[config.mk]
export PLATFORM = sky130hd
export DESIGN_NAME = tap_asdu_packer
export DESIGN_NICKNAME = d
export VERILOG_FILES = /design/src/hdl/tap_pkg.sv /design/src/hdl/tap_asdu_packer.sv /design/src/hdl/tap_cot_enc.sv
export VERILOG_INCLUDE_DIRS = /design/src /design/src/hdl
export SDC_FILE = /design/constraint.sdc
export NUM_CORES = 1
export LEC_CHECK = 0
export BUFFER_PORTS_ARGS = -buffer_cell sky130_fd_sc_hd__buf_4
export CAP_MARGIN = 25
export CORE_AREA = 2 2 175 177
export DETAILED_ROUTE_END_ITERATION = 8
export DIE_AREA = 0 0 177 179
export GPL_TIMING_DRIVEN = 1
export PLACE_DENSITY = 0.63
export SYNTH_ARGS = -nofsm -noshare
export SYNTH_HDL_FRONTEND = slang
export SYNTH_HIERARCHICAL = 1
export SYNTH_SLANG_ARGS = --single-unit
[constraint.sdc]
create_clock -name sys_clk_i -period 12.9 [get_ports sys_clk_i]
set_clock_uncertainty 0.05 [all_clocks]
set_input_delay 2.58 -clock sys_clk_i [delete_from_list [all_inputs] [get_ports sys_clk_i]]
set_output_delay 2.58 -clock sys_clk_i [all_outputs]
set_load 0.03 [all_outputs]
[src/hdl/tap_regs.svh]
`ifndef TAP_REGS_SVH
`define TAP_REGS_SVH

// Register byte offsets on the AXI4-Lite slave.
`define TAP_REG_CTRL      8'h00
`define TAP_REG_STATUS    8'h04
`define TAP_REG_ASDUS     8'h08

// Control register fields and reset value.
`define TAP_CTRL_EN       0
`define TAP_CTRL_TEST     1
`define TAP_CTRL_ORIG     2
`define TAP_CTRL_RST      3'h1

// Status register fields.
`define TAP_STAT_OVF      0
`define TAP_STAT_DROP_LSB 8

// AXI responses.
`define TAP_RESP_OKAY     2'h0
`define TAP_RESP_SLVERR   2'h2

// Octets ahead of the objects: type, qualifier, cause, common address.
`define TAP_HDR_OCTETS    9'h004
`define TAP_MAX_COUNT     7'h7f

// Cause codes.
`define TAP_CAUSE_CYC     6'h01
`define TAP_CAUSE_BACK    6'h02
`define TAP_CAUSE_SPONT   6'h03
`define TAP_CAUSE_REQ     6'h05
`define TAP_CAUSE_RETREM  6'h0b
`define TAP_CAUSE_RETLOC  6'h0c
`define TAP_CAUSE_INRO    6'h14
`define TAP_CAUSE_INRO_HI 6'h24
`define TAP_CAUSE_REQCO   6'h25
`define TAP_CAUSE_RCO_HI  6'h29
`define TAP_CAUSE_UNK_TYP 6'h2c
`define TAP_CAUSE_PRIV    6'h30

`endif
[src/hdl/tap_pkg.sv]
package tap_pkg;

    // Packer sequencing states.
    typedef enum logic [0:0] {
        TAP_ST_IDLE = 1'b0,
        TAP_ST_PACK = 1'b1
    } tap_state_t;

    // Kind of word on the output stream.
    typedef enum logic [0:0] {
        TAP_K_OBJ = 1'b0,
        TAP_K_HDR = 1'b1
    } tap_kind_t;

    // Reason for mirroring a control ASDU; zero is a plain confirmation.
    typedef enum logic [2:0] {
        TAP_MR_NONE = 3'h0,
        TAP_MR_TYPE = 3'h1,
        TAP_MR_CAUS = 3'h2,
        TAP_MR_CADR = 3'h3,
        TAP_MR_IOA  = 3'h4
    } tap_mreason_t;

endpackage

[src/hdl/tap_asdu_packer.sv]
// Chosen here: the AXI4-Lite slave port and the register addresses.
`timescale 1ns/10ps
`default_nettype none
`include "tap_regs.svh"

module tap_asdu_packer
    import tap_pkg::*;
#(
    parameter int NPRIO = 4,
    parameter int AW    = 8
) (
    input  wire logic                   sys_clk_i,
    input  wire logic                   rst_b_i,
    input  wire logic [8:0]             max_asdu_len_i,
    input  wire logic [NPRIO-1:0]       buf_valid_i,
    output logic      [NPRIO-1:0]       buf_ready_o,
    input  wire logic [NPRIO-1:0][7:0]  buf_type_i,
    input  wire logic [NPRIO-1:0][5:0]  buf_cause_i,
    input  wire logic [NPRIO-1:0][7:0]  buf_orig_i,
    input  wire logic [NPRIO-1:0][7:0]  buf_len_i,
    input  wire logic [NPRIO-1:0]       buf_tagged_i,
    input  wire logic [NPRIO-1:0]       buf_older_i,
    input  wire logic [NPRIO-1:0][31:0] buf_data_i,
    input  wire logic [NPRIO-1:0]       buf_ovf_i,
    input  wire logic                   mirr_valid_i,
    output logic                        mirr_ready_o,
    input  wire logic [7:0]             mirr_type_i,
    input  wire logic [5:0]             mirr_cause_i,
    input  wire logic                   mirr_neg_i,
    input  wire tap_mreason_t           mirr_reason_i,
    input  wire logic [7:0]             mirr_orig_i,
    input  wire logic [6:0]             mirr_count_i,
    output logic                        out_valid_o,
    input  wire logic                   out_ready_i,
    output logic                        out_hdr_o,
    output logic      [31:0]            out_data_o,
    output logic                        orig_en_o,
    input  wire logic [AW-1:0]          s_axi_awaddr_i,
    input  wire logic                   s_axi_awvalid_i,
    output logic                        s_axi_awready_o,
    input  wire logic [31:0]            s_axi_wdata_i,
    input  wire logic [3:0]             s_axi_wstrb_i,
    input  wire logic                   s_axi_wvalid_i,
    output logic                        s_axi_wready_o,
    output logic      [1:0]             s_axi_bresp_o,
    output logic                        s_axi_bvalid_o,
    input  wire logic                   s_axi_bready_i,
    input  wire logic [AW-1:0]          s_axi_araddr_i,
    input  wire logic                   s_axi_arvalid_i,
    output logic                        s_axi_arready_o,
    output logic      [31:0]            s_axi_rdata_o,
    output logic      [1:0]             s_axi_rresp_o,
    output logic                        s_axi_rvalid_o,
    input  wire logic                   s_axi_rready_i
);

    localparam int PW = (NPRIO > 1) ? $clog2(NPRIO) : 1;

    typedef struct packed {
        tap_state_t       st;
        logic [PW-1:0]    prio;
        logic [7:0]       typ;
        logic [5:0]       cause;
        logic [7:0]       orig;
        logic [6:0]       cnt;
        logic [8:0]       fill;
        logic             ov;
        tap_kind_t        okind;
        logic [31:0]      odata;
        logic [2:0]       ctrl;
        logic             ovf;
        logic [7:0]       drops;
        logic [15:0]      asdus;
        logic             aw_got;
        logic             w_got;
        logic [AW-1:0]    awaddr;
        logic [31:0]      wdata;
        logic [3:0]       wstrb;
        logic             bvalid;
        logic [1:0]       bresp;
        logic             rvalid;
        logic [31:0]      rdata;
        logic [1:0]       rresp;
    } tap_st_t;

    tap_st_t s_q;
    tap_st_t s_d;

    logic [NPRIO-1:0] elig;
    logic [PW-1:0]    pick;
    logic [PW-1:0]    sel;
    logic             take;
    logic             ofree;
    logic             h_ok;
    logic             mon_ok;
    logic [8:0]       base;
    logic [8:0]       fill_nx;
    logic             h_fits;
    logic [5:0]       hcause;
    logic             hneg;
    logic [7:0]       hcot;
    logic [7:0]       horig;

    // A head is eligible unless it lacks a time tag while an older version
    // of the same object still waits elsewhere; the buffer stays stalled.
    genvar gi;
    generate
        for (gi = 0; gi < NPRIO; gi++) begin : g_elig
            assign elig[gi] = buf_valid_i[gi]
                              & ~(~buf_tagged_i[gi] & buf_older_i[gi]);
        end
    endgenerate

    // Lowest index wins, so buffer zero is the most urgent class.
    always_comb begin
        pick = '0;
        for (int i = NPRIO - 1; i >= 0; i--) begin
            if (elig[i]) begin
                pick = PW'(i);
            end
        end
    end

    // While packing, only the buffer of the open ASDU is ever looked at.
    assign sel     = (s_q.st == TAP_ST_IDLE) ? pick : s_q.prio;
    assign ofree   = ~s_q.ov | out_ready_i;
    assign base    = `TAP_HDR_OCTETS + {8'h00, s_q.ctrl[`TAP_CTRL_ORIG]};
    assign fill_nx = ((s_q.st == TAP_ST_IDLE) ? base : s_q.fill) + {1'b0, buf_len_i[sel]};

    // Head check for the object under the cursor.
    tap_cot_enc u_head_chk (
        .cause_i  (buf_cause_i[sel]),
        .neg_i    (1'b0),
        .test_i   (1'b0),
        .cot_o    (),
        .mon_ok_o (mon_ok)
    );

    // The frame length is a system input, so a full frame simply closes.
    assign h_ok   = elig[sel] & mon_ok;
    assign h_fits = h_ok & (fill_nx <= max_asdu_len_i)
                  & (buf_type_i[sel] == s_q.typ)
                  & (buf_cause_i[sel] == s_q.cause)
                  & (buf_orig_i[sel] == s_q.orig)
                  & (s_q.cnt != `TAP_MAX_COUNT);

    // Mirrors for unknown fields take the fixed negative causes in order.
    always_comb begin
        hcause = s_q.cause;
        hneg   = 1'b0;
        horig  = s_q.orig;
        if (s_q.st == TAP_ST_IDLE) begin
            horig = mirr_orig_i;
            if (mirr_reason_i != TAP_MR_NONE) begin
                hcause = `TAP_CAUSE_UNK_TYP + {3'h0, mirr_reason_i} - 6'h01;
                hneg   = 1'b1;
            end else begin
                hcause = mirr_cause_i;
                hneg   = mirr_neg_i;
            end
        end
        if (!s_q.ctrl[`TAP_CTRL_ORIG]) begin
            horig = 8'h00;
        end
    end

    tap_cot_enc u_hdr_cot (
        .cause_i  (hcause),
        .neg_i    (hneg),
        .test_i   (s_q.ctrl[`TAP_CTRL_TEST]),
        .cot_o    (hcot),
        .mon_ok_o ()
    );

    // Next-state logic for the packer and the register slave.
    always_comb begin
        s_d          = s_q;
        take         = 1'b0;
        mirr_ready_o = 1'b0;
        if (out_ready_i) begin
            s_d.ov = 1'b0;
        end
        case (s_q.st)
            TAP_ST_IDLE: begin
                if (ofree && s_q.ctrl[`TAP_CTRL_EN]) begin
                    if (mirr_valid_i) begin
                        // Header word: type, qualifier, cause octet, originator.
                        mirr_ready_o = 1'b1;
                        s_d.ov       = 1'b1;
                        s_d.okind    = TAP_K_HDR;
                        s_d.odata    = {horig, hcot, 1'b0, mirr_count_i, mirr_type_i};
                        s_d.asdus    = s_q.asdus + 16'h0001;
                    end else if (|elig) begin
                        take = 1'b1;
                        if (!h_ok || (fill_nx > max_asdu_len_i)) begin
                            // Unusable objects are discarded and counted.
                            s_d.drops = s_q.drops + 8'h01;
                        end else begin
                            s_d.st    = TAP_ST_PACK;
                            s_d.prio  = sel;
                            s_d.typ   = buf_type_i[sel];
                            s_d.cause = buf_cause_i[sel];
                            s_d.orig  = buf_orig_i[sel];
                            s_d.cnt   = 7'h01;
                            s_d.fill  = fill_nx;
                            s_d.ov    = 1'b1;
                            s_d.okind = TAP_K_OBJ;
                            s_d.odata = buf_data_i[sel];
                        end
                    end
                end
            end
            TAP_ST_PACK: begin
                if (ofree) begin
                    s_d.ov = 1'b1;
                    if (h_fits) begin
                        take      = 1'b1;
                        s_d.cnt   = s_q.cnt + 7'h01;
                        s_d.fill  = fill_nx;
                        s_d.okind = TAP_K_OBJ;
                        s_d.odata = buf_data_i[sel];
                    end else begin
                        // Close at once: an empty or mismatching head never waits.
                        s_d.st    = TAP_ST_IDLE;
                        s_d.okind = TAP_K_HDR;
                        s_d.odata = {horig, hcot, 1'b0, s_q.cnt, s_q.typ};
                        s_d.asdus = s_q.asdus + 16'h0001;
                    end
                end
            end
            default: s_d.st = TAP_ST_IDLE;
        endcase

        // Write channel: address and data may arrive in either order.
        if (s_axi_awvalid_i && !s_q.aw_got && !s_q.bvalid) begin
            s_d.aw_got = 1'b1;
            s_d.awaddr = s_axi_awaddr_i;
        end
        if (s_axi_wvalid_i && !s_q.w_got && !s_q.bvalid) begin
            s_d.w_got = 1'b1;
            s_d.wdata = s_axi_wdata_i;
            s_d.wstrb = s_axi_wstrb_i;
        end
        if (s_q.aw_got && s_q.w_got) begin
            s_d.aw_got = 1'b0;
            s_d.w_got  = 1'b0;
            s_d.bvalid = 1'b1;
            s_d.bresp  = `TAP_RESP_OKAY;
            if (s_q.awaddr == `TAP_REG_CTRL) begin
                if (s_q.wstrb[0]) begin
                    s_d.ctrl = s_q.wdata[2:0];
                end
            end else if (s_q.awaddr == `TAP_REG_STATUS) begin
                if (s_q.wstrb[0] && s_q.wdata[`TAP_STAT_OVF]) begin
                    s_d.ovf = 1'b0;
                end
            end else if (s_q.awaddr != `TAP_REG_ASDUS) begin
                s_d.bresp = `TAP_RESP_SLVERR;
            end
        end
        if (s_q.bvalid && s_axi_bready_i) begin
            s_d.bvalid = 1'b0;
        end

        // Read channel: one read at a time, answered the cycle after.
        if (s_q.rvalid && s_axi_rready_i) begin
            s_d.rvalid = 1'b0;
        end
        if (s_axi_arvalid_i && !s_q.rvalid) begin
            s_d.rvalid = 1'b1;
            s_d.rresp  = `TAP_RESP_OKAY;
            s_d.rdata  = 32'h0000_0000;
            if (s_axi_araddr_i == `TAP_REG_CTRL) begin
                s_d.rdata[2:0] = s_q.ctrl;
            end else if (s_axi_araddr_i == `TAP_REG_STATUS) begin
                s_d.rdata = {16'h0000, s_q.drops, 7'h00, s_q.ovf};
            end else if (s_axi_araddr_i == `TAP_REG_ASDUS) begin
                s_d.rdata = {16'h0000, s_q.asdus};
            end else begin
                s_d.rresp = `TAP_RESP_SLVERR;
            end
        end

        // Overflow is applied last so a new event beats a clear.
        if (|buf_ovf_i) begin
            s_d.ovf = 1'b1;
        end
    end

    // State register.
    always_ff @(posedge sys_clk_i or negedge rst_b_i) begin
        if (!rst_b_i) begin
            s_q      <= '0;
            s_q.ctrl <= `TAP_CTRL_RST;
        end else begin
            s_q <= s_d;
        end
    end

    // Ready goes only to the buffer whose head is consumed.
    always_comb begin
        buf_ready_o = '0;
        if (take) begin
            buf_ready_o[sel] = 1'b1;
        end
    end

    assign out_valid_o     = s_q.ov;
    assign out_hdr_o       = (s_q.okind == TAP_K_HDR);
    assign out_data_o      = s_q.odata;
    assign orig_en_o       = s_q.ctrl[`TAP_CTRL_ORIG];
    assign s_axi_awready_o = ~s_q.aw_got & ~s_q.bvalid;
    assign s_axi_wready_o  = ~s_q.w_got & ~s_q.bvalid;
    assign s_axi_bvalid_o  = s_q.bvalid;
    assign s_axi_bresp_o   = s_q.bresp;
    assign s_axi_arready_o = ~s_q.rvalid;
    assign s_axi_rvalid_o  = s_q.rvalid;
    assign s_axi_rdata_o   = s_q.rdata;
    assign s_axi_rresp_o   = s_q.rresp;

    // Helper: objects emitted since the last header. A mirror header can only
    // form right after a header was taken, so it always stands with this at zero.
    logic [7:0] seen_q;
    always_ff @(posedge sys_clk_i or negedge rst_b_i) begin
        if (!rst_b_i) begin
            seen_q <= 8'h00;
        end else if (s_q.ov && out_ready_i) begin
            seen_q <= (s_q.okind == TAP_K_HDR) ? 8'h00 : seen_q + 8'h01;
        end
    end
endmodule
`default_nettype wire

[src/hdl/tap_cot_enc.sv]
`timescale 1ns/10ps
`default_nettype none
`include "tap_regs.svh"

module tap_cot_enc
    import tap_pkg::*;
(
    input  wire logic [5:0] cause_i,
    input  wire logic       neg_i,
    input  wire logic       test_i,
    output logic      [7:0] cot_o,
    output logic            mon_ok_o
);

    // Cause in bits one to six, polarity in bit seven, test in bit eight.
    assign cot_o = {test_i, neg_i, cause_i};

    // Only the causes allowed for monitored objects pass; zero never does.
    always_comb begin
        mon_ok_o = (cause_i == `TAP_CAUSE_CYC) || (cause_i == `TAP_CAUSE_BACK)
                || (cause_i == `TAP_CAUSE_SPONT) || (cause_i == `TAP_CAUSE_REQ)
                || (cause_i == `TAP_CAUSE_RETREM) || (cause_i == `TAP_CAUSE_RETLOC)
                || ((cause_i >= `TAP_CAUSE_INRO) && (cause_i <= `TAP_CAUSE_RCO_HI));
    end

endmodule
`default_nettype wire

After elaboration in Yosys (flattened, before gate mapping)
Cells that the tools add are included.
{"block": "word_totals", "reg_bits": 155, "input_bits": 367, "out_inout_bits": 81}
{"block": "classes", "addsub": 7, "n_lt_le_gt_ge": 6, "n_eq_ne": 25, "mux": 75, "bitwise_logic": 33, "n_reduce_logical": 43}
{"op": "two-way mux 75 bit", "count": 3}
{"op": "two-way mux 16 bit", "count": 7}
{"op": "one-hot mux 50 bit (2 select lines)", "count": 1}
{"op": "binary-select mux 32 bit (select 2 bit)", "count": 1}
{"op": "two-way mux 50 bit", "count": 1}
{"op": "binary-select mux 8 bit (select 2 bit)", "count": 3}
{"op": "two-way mux 41 bit", "count": 1}
{"op": "two-way mux 8 bit", "count": 5}
{"op": "two-way mux 35 bit", "count": 1}
{"op": "two-way mux 34 bit", "count": 1}
{"op": "two-way mux 33 bit", "count": 1}
{"op": "two-way mux 32 bit", "count": 1}
{"op": "one-hot mux 16 bit (2 select lines)", "count": 1}
{"op": "two-way mux 29 bit", "count": 1}
{"op": "two-way mux 2 bit", "count": 12}
{"op": "two-way mux 1 bit", "count": 23}
{"op": "two-way mux 6 bit", "count": 3}
{"op": "adder 16 x 1 -> 16 bit (second input constant)", "count": 1}
{"op": "bitwise AND 1 bit", "count": 16}
{"op": "equality test 8 x 3 -> 1 bit (second input constant)", "count": 2}
{"op": "equality test 8 bit", "count": 2}
{"op": "logical NOT 8 bit", "count": 2}
{"op": "inverter 1 bit", "count": 16}
{"op": "nonzero test 2 bit", "count": 7}
{"op": "other kinds (41)", "count": 77}

Depth between registers and ports, before layout
Gate-level depths: netlist of the first run.
{"block": "logic_depth", "depth_word": 28, "depth_mapped": 30}

By module
The synthesis of the first run kept the hierarchy.
{"mod": "tap_asdu_packer", "n_inst": 1, "cells_per_inst": 1055, "area_per_inst_um2": 9654.3, "seq_area_each_um2": 3429.5}
{"mod": "tap_cot_enc", "n_inst": 2, "cells_per_inst": 20, "area_per_inst_um2": 128.9, "seq_area_each_um2": 0.0}

Least setup slack after synthesis of the first run
No wires, ideal clock.
{"block": "synth_timing", "kind": "input -> output", "start": "input port buf_older_i[2]", "end": "output port buf_ready_o[0]", "arrival_time_ns": 8.330, "required_time_ns": 10.270, "path_slack_ns": 1.940, "path_stages": 27, "n_path_buf": 5, "cell_sequence": "nor2b_1 -> buf_2 -> o2111a_1 -> buf_2 -> a21boi_1 -> clkbuf_1 -> buf_1 -> clkbuf_1 -> nor2_1 -> nor3_1 -> ha_1 -> a21o_1 -> a21oi_1 -> o21bai_1 -> a21oi_1 -> o21bai_1 -> a21oi_1 -> xnor2_1 -> ha_1 -> nand3_1 -> o31a_1 -> nor4_1 -> o2111a_1 -> nand4_2 -> nor3_2 -> nor2_1 -> nor2_1"}
{"block": "synth_via", "elab_chain_cells": 26}
{"item": "start, declared", "line": "tap_asdu_packer.sv:22", "source": "input wire logic [NPRIO-1:0] buf_older_i,"}
{"item": "bitwise AND 1 bit *", "line": "tap_asdu_packer.sv:110", "source": "& ~(~buf_tagged_i[gi] & buf_older_i[gi]);"}
{"item": "inverter 1 bit *", "line": "tap_asdu_packer.sv:110"}
{"item": "bitwise AND 1 bit *", "line": "tap_asdu_packer.sv:110"}
{"item": "branches (longest 22 deep; another with adder 9 x 8 -> 9 bit)"}
{"item": "two-way mux 4 bit *", "line": "tap_asdu_packer.sv:303", "source": "if (take) begin"}
{"item": "end, declared", "line": "tap_asdu_packer.sv:16", "source": "output logic [NPRIO-1:0] buf_ready_o,"}
Every way passes the cells marked *. The select of a mux whose other input is x is not followed.

Final worst setup path of the first run
{"block": "layout_timing", "start": "input port buf_tagged_i[0]", "end": "output port buf_ready_o[3]"}
{"block": "layout_via", "elab_chain_cells": 25}
{"item": "start, declared", "line": "tap_asdu_packer.sv:21", "source": "input wire logic [NPRIO-1:0] buf_tagged_i,"}
{"item": "inverter 1 bit *", "line": "tap_asdu_packer.sv:110"}
{"item": "bitwise AND 1 bit *", "line": "tap_asdu_packer.sv:110"}
{"item": "inverter 1 bit *", "line": "tap_asdu_packer.sv:110"}
{"item": "bitwise AND 1 bit *", "line": "tap_asdu_packer.sv:110"}
{"item": "branches (longest 20 deep; another with adder 9 x 8 -> 9 bit)"}
{"item": "two-way mux 4 bit *", "line": "tap_asdu_packer.sv:303"}
Marked as above.

==> summary.md, run 1 <==
| Metric | Value |
|---|---|
| Critical path startpoint | buf_tagged_i[0] |
| Post-DR vias/cell | between 5 and 6 |
| Minimum clock period | about 11 ns |
| Mapped cell area | just under 10000 µm² |
| Cts-stage hold buffer count | 0 |
| CP required | between 10 and 15 ns |
| Die ar. | about 32000 µm² |
| Residual DRC | 0 |
| CTS Sinks | 137 |
| Worst Path Max Fanout | 16 |
| Leak | around 6.4 nW |
| Die Wd | 177 µm |
| Cell-internal power | 0.980 mW |
| DR pass1 iterations | 5 |
| Post-CTS Setup Inserts | 0 |
| MaxCap Viol Count | 0 |
| Drt wl/cell | ~21 µm |
| CTS tree | built |
| Net switching power | about 0.55 mW |
| Placed inst area | roughly 13000 µm² |
| Hold slack final | 0.425 ns |
| Crit share post-route | roughly 87% |
| Rel. slew slack | between 30% and 40% |
| Max VDD drop | ~0.000082 V |
| Antenna-violating nets left | 0 |
| Layout area overhead | 35.4% |
| Comb pwr share | between 30% and 40% |
| DIE HEIGHT | between 150 and 200 µm |
| Root buf cell | clkbuf_16 |
| Final setup viols | 0 |
| Final hold vios | 0 |
| Place WS | 1.72 ns |
| Worst-case reg-to-reg path depth | 27 |
| CTS H-tree lvls | 4 |
| Synth Instances | around 1100 |
| Routability cong. | around 0.90 |
| # nets final | around 1800 |
| Vias in the first global route | slightly below 10000 |
| Grt total ovfl | 0 |
| Max Clk Rate | approximately 90 MHz |
| PortBufs | 397 |
| Fin area | between 10000 and 15000 µm² |
| Setup ws final | around 1.7 ns |
| Critical path endpoint category | primary output |
| Starting Density | between 30% and 40% |
| Number of synthesis warnings | 6 |
| HP Class | flip-flop to flip-flop |
| Clock share of power | 30.6% |
| First-pass GRT wire length | around 54000 µm |
| Initial antenna violation count | 0 |
| Power Dens Cells | roughly 120 nW/µm² |
| Status | finished clean |
| Share of cells above drive strength 1 | 36.5% |
| Global-route usage over all layers | between 20 and 25% |
| CP startpoint kind | input pin |
| Clk buf depth | 2 |
| Worst Tran Pin Value | ~1.0 ns |
| Iter 0 DRT Violations | 722 |
| Worst Path Arrival | around 8.6 ns |
| Clock Pin Slew Worst Setup and Hold Paths | around 0.06 ns |
| RSZ-0062 raised after global routing | no |
| End of the critical path | buf_ready_o[3] |
| Reg2Reg Setup Slack | roughly 5.3 ns |
| Net Sw Frac | around 36% |
| Clock latency at the later pin of the worst-skew pair | 0.43 ns |
| Antenna fix cells | 0 |
| Crit Path Class | input pin to primary output |
| R2R Path End | s_q[85] |
| DR vias | roughly 9700 |
| Site row count | 64 |
| IO Count | approximately 450 |
| TritonCTS Buffers | 17 |
| Final Total Pwr | 1.53 mW |
| Post-cts resize count | 0 |
| Reg-to-reg startpoint | s_q[186] |
| Sequential share of power | between 30 and 40% |
| HPWL after detailed placement | about 28000 µm |
| Core Region | 30000 µm² |
| Synthesized area per cell | ~9.1 µm² |
| Fin Setup TNS | 0 ns |
| Slew Limit Fails | 0 |
| Largest net degree at the start of global routing | between 100 and 150 |
| Final WL | about 37000 µm |
worst min path at each step:
stage                                   to             start  slack (ns)  cells after the start
after floorplan           s_axi_rdata_o[1]  s_axi_rdata_o[1]        0.39                      2
after global placement            s_q[153]          s_q[153]        0.41                      1
after detailed placement  s_axi_rdata_o[8]  s_axi_rdata_o[8]        0.42                      2
after CTS                          s_q[99]           s_q[99]        0.43                      1
after global routing               s_q[99]           s_q[99]        0.44                      1
final                     s_axi_rdata_o[8]  s_axi_rdata_o[8]        0.43                      2
power groups by stage:
stage               Sequential, mW  Combinational (mW)  Clock (mW)
finish                       0.559               0.500       0.466
global route                 0.568               0.541       0.494
CTS                          0.558               0.502       0.477
detailed placement           0.566               0.500           0
global placement             0.563               0.491           0
floorplan                    0.546               0.328           0
registers in the layout (all words and copies together), names as in the netlist:
register and flops:
s_q 82, out_data_o 32, s_axi_rdata_o 16, orig_en_o 1, out_hdr_o 1, out_valid_o 1, s_axi_bresp_o 1, s_axi_bvalid_o 1
s_axi_rresp_o 1, s_axi_rvalid_o 1
layout make-up:
type | count | area (µm²)
fill | 2984 | 16800
multi-input combinational | 771 | 5440
timing repair buffer | 419 | 3180
sequential | 137 | 3430
inverter | 42 | 158
clock buffer | 19 | 433
clock inverter | 13 | 110
tap | 396 | 495
worst max-delay path, stage by stage:
cell and delay (ns):
buf_4 0.10, nand2b_1 0.23, a21o_1 0.34, o21a_2 0.42, a222oi_1 0.46, nand2_1 0.12
ha_1 0.25, fa_1 0.40, a21o_1 0.20, a21oi_1 0.23, o21bai_1 0.10, a21oi_1 0.23
o21bai_1 0.10, a21oi_1 0.18, xor2_1 0.19, ha_1 0.30, a21oi_1 0.14, o21ai_0 0.10
o31a_1 0.12, nor4_1 0.31, buf_4 0.22, o2111a_1 0.20, nand4_2 0.17, nor3_2 0.38
nor2_1 0.18, nor2_1 0.16, buf_4 0.17
layout by cell type (no fill, tap or decap), types with 8 or more instances in the layout:
master / n
o21ai_0: 44
o211a_1: 10
nor2_1: 71
o31ai_1: 25
nand3_1: 18
xor2_1: 12
mux2_2: 29
a21oi_1: 35
nand4_1: 8
nor2b_1: 9
a22oi_1: 23
clkbuf_16: 17
a222oi_1: 27
nor3_1: 13
o22ai_1: 58
dfrtp_1: 135
xnor2_1: 27
mux2_1: 10
ha_1: 23
nand2_1: 90
inv_1: 41
and2_1: 18
a221o_1: 10
and3_1: 20
conb_1: 18
o211ai_1: 12
a22o_1: 12
a21o_1: 10
a211oi_1: 10
mux2i_1: 20
buf_4: 416
through the flow:
step                      util (%)  std cells
after global routing          44.1       1797
after detailed placement      42.2       1764
after floorplan                  -       1092
final                         44.1       1797
after CTS                     44.0       1796
after global placement        42.1       1762
routing by layer:
metal  vias up  global-route usage (%)  share of wire (%)
met5         -                       0                  0
met4         0                    8.44                3.0
met3        51                    5.11                7.5
li1       4581                       -                  -
met1      4680                    28.6                 42
met2       428                    37.9                 48
(Power assumes the default switching activity.)
==> run 2, diff against run 1 <==
==> constraint.sdc (replaced) <==
create_clock -name sys_clk_i -period 12.9 [get_ports sys_clk_i]
set_clock_uncertainty 0.05 [all_clocks]
set_input_delay 2.58 -clock sys_clk_i [delete_from_list [all_inputs] [get_ports sys_clk_i]]
set_output_delay 2.58 -clock sys_clk_i [all_outputs]
set_load 0.005 [all_outputs]
==> summary.md, run 2 (synthesis results as in run 1) <==
| Metric | Value |
|---|---|
| Max VDD drop | 0.0000785 V (-4.0%) |
| Hold Path Cell Cnt | 1 (-1) |
| Max Clk Rate | 89.8 MHz (+0.83%) |
| Power Dens Cells | 111 nW/µm² (-3.7%) |
| FF+latch area | 3430 µm² (unchanged) |
| HP Class | flip-flop to flip-flop |
| Initial antenna violation count | 0 (unchanged) |
| CP required | 10.27 ns (about the same) |
| Post-DR vias/cell | 5.43 (+0.22%) |
| Biggest register | s_q |
| Final WL | 37500 µm (+0.69%) |
| MaxCap Viol Count | 0 (unchanged) |
| Vias in the first global route | 9634 (-0.27%) |
| Reg-to-reg startpoint | s_q[186] |
| Antenna-violating nets left | 0 (unchanged) |
| Hold Startpoint | s_q[146] |
| Critical path endpoint category | primary output |
| Drt wl/cell | 20.9 µm (+0.81%) |
| R2R Path End | s_q[85] |
| Die Wd | 177 µm (unchanged) |
| CTS tree | built |
| Starting Density | 32.6% (unchanged) |
| Antenna fix cells | 0 (unchanged) |
| Layout area overhead | 35.4% (unchanged) |
| Die ar. | 31700 µm² (unchanged) |
| Worst Path Max Fanout | 9 (-7) |
| Crit Path Class | input pin to primary output |
| Area of the multi-input gates | 5440 µm² (unchanged) |
| Final setup viols | 0 (unchanged) |
| CTS Sinks | 137 (unchanged) |
| Cts-stage hold buffer count | 0 (unchanged) |
| CTS H-tree lvls | 4 (unchanged) |
| PortBufs | 397 (unchanged) |
| Clock Pin Slew Worst Setup and Hold Paths | 0.06 ns (about the same) |
| Largest net degree at the start of global routing | 79 (-23%) |
| Leak | 6.43 nW (about the same) |
| CP startpoint kind | input pin |
| Setup ws final | 1.76 ns (+0.0928 ns) |
| Hold endpoint | s_q[146] |
| DIE HEIGHT | 179 µm (unchanged) |
| Clk buf depth | 2 (unchanged) |
| Place WS | 1.78 ns (+0.0592 ns) |
| Final core occ | 44.1% (unchanged) |
| Commonest non-fill, non-tap cell in the layout | buf_4 |
| Post-CTS Setup Inserts | 0 (unchanged) |
| Share of cells above drive strength 1 | 36.5% (+0.052 points) |
| RSZ-0062 raised after global routing | no |
| Minimum clock period | 11.14 ns (-0.0928 ns) |
| Hold slack final | 0.427 ns (+0.00188 ns) |
| # nets final | 1778 (-0.056%) |
| DR vias | 9751 (+0.11%) |
| Routability cong. | 0.903 (about the same) |
| Global-route usage over all layers | 23.0% (+0.25 points) |
| Core Region | 30000 µm² (unchanged) |
| Worst Tran Pin Value | 1.00 ns (-0.0295 ns) |
| Final hold vios | 0 (unchanged) |
| HPWL after detailed placement | 28800 µm (+1.2%) |
| Iter 0 DRT Violations | 614 (-15%) |
| Clock latency at the later pin of the worst-skew pair | 0.43 ns (about the same) |
| Most frequent cells in the layout | buf_4, dfrtp_1, nand2_1, nor2_1, o22ai_1 |
| Worst-case reg-to-reg path depth | 27 (unchanged) |
| DR pass1 iterations | 7 (+2) |
| Final Total Pwr | 1.47 mW (-3.7%) |
| TritonCTS Buffers | 17 (unchanged) |
| Crit share post-route | 86.4% (-0.72 points) |
| Worst Path Arrival | 8.51 ns (-0.09 ns) |
| IO Count | 448 (unchanged) |
| Fillers | 2931 (-1.8%) |
| First-pass GRT wire length | 55000 µm (+0.94%) |
| Root buf cell | clkbuf_16 |
| Grt total ovfl | 0 (unchanged) |
| Largest register FFs | 82 (unchanged) |
| Slew Limit Fails | 0 (unchanged) |
| Site row count | 64 (unchanged) |
| Status | finished clean |
| Fin Setup TNS | 0 ns (unchanged) |
| Reg2Reg Setup Slack | 5.27 ns (-0.06 ns) |
| Residual DRC | 0 (unchanged) |
| Rel. slew slack | 33.2% (+2.1 points) |
| Post-cts resize count | 0 (unchanged) |
==> run 2: cell types whose count changed in the layout (fill, tap and decap cells not counted), sizes merged <==
cell and delta:
buf -1, bufinv +1, clkbuf -2, clkinvlp -1, inv +1
==> run 2: stage by stage <==
| stage | instances | area (µm²) |
|---|---|---|
| after floorplan | 1092 | 9850 |
| after global routing | 1795 | 13200 |
| final | 1795 | 13200 |
| after detailed placement | 1763 | 12700 |
| after global placement | 1761 | 12600 |
| after CTS | 1794 | 13200 |
==> run 2: worst max-delay path by stage <==
stage | startpoint | end | slack (ns) | depth (start not counted)
after floorplan | buf_older_i[2] | buf_ready_o[0] | 2.25 | 27
after detailed placement | buf_tagged_i[0] | buf_ready_o[1] | 1.78 | 26
after global placement | buf_older_i[2] | buf_ready_o[0] | 1.78 | 28
after global routing | buf_older_i[2] | buf_ready_o[0] | 1.39 | 28
after CTS | buf_tagged_i[0] | buf_ready_o[1] | 1.77 | 26
final | buf_older_i[2] | buf_ready_o[1] | 1.76 | 27
==> run 2: worst max-delay path, stage by stage <==
cell and delay, ns:
buf_4 0.09, nor2b_1 0.58, a211oi_1 0.10, buf_4 0.21, a21o_1 0.24, a222oi_1 0.35
nand2_1 0.14, ha_1 0.25, fa_1 0.40, a21o_1 0.20, a21oi_1 0.24, o21bai_1 0.10
a21oi_1 0.22, o21bai_1 0.10, a21oi_1 0.19, xor2_1 0.11, ha_1 0.34, nand3_1 0.11
o31a_1 0.29, nor4_1 0.23, buf_4 0.20, o2111a_1 0.20, nand4_2 0.17, nor3_2 0.39
nor2_1 0.18, nor2_1 0.15, buf_4 0.12
==> run 2: metal layers <==
layer  wire length, µm  up-vias  part of all wire (%)  GRT usage, %
met4               886        0                   2.4          7.13
met1             15900     4738                    42          28.9
met2             18300      396                    49          39.3
li1                  -     4573                     -             -
met5                 0        -                     0             0
met3              2450       44                   6.5          4.81
==> run 2: where the power goes <==
| group | switching, mW | total, mW | internal (mW) |
|---|---|---|---|
| Clock | 0.215 | 0.484 | 0.270 |
| Combinational | 0.198 | 0.426 | 0.228 |
| Sequential | 0.0616 | 0.559 | 0.497 |
| Total | 0.474 | 1.47 | 0.995 |
==> run 2: layout make-up <==
type	count	area share (%)
clock buffer	17	3.21
clock inverter	14	1.04
inverter	42	1.19
multi-input combinational	771	41.1
sequential	137	25.9
tap	396	3.74
timing repair buffer	418	23.9
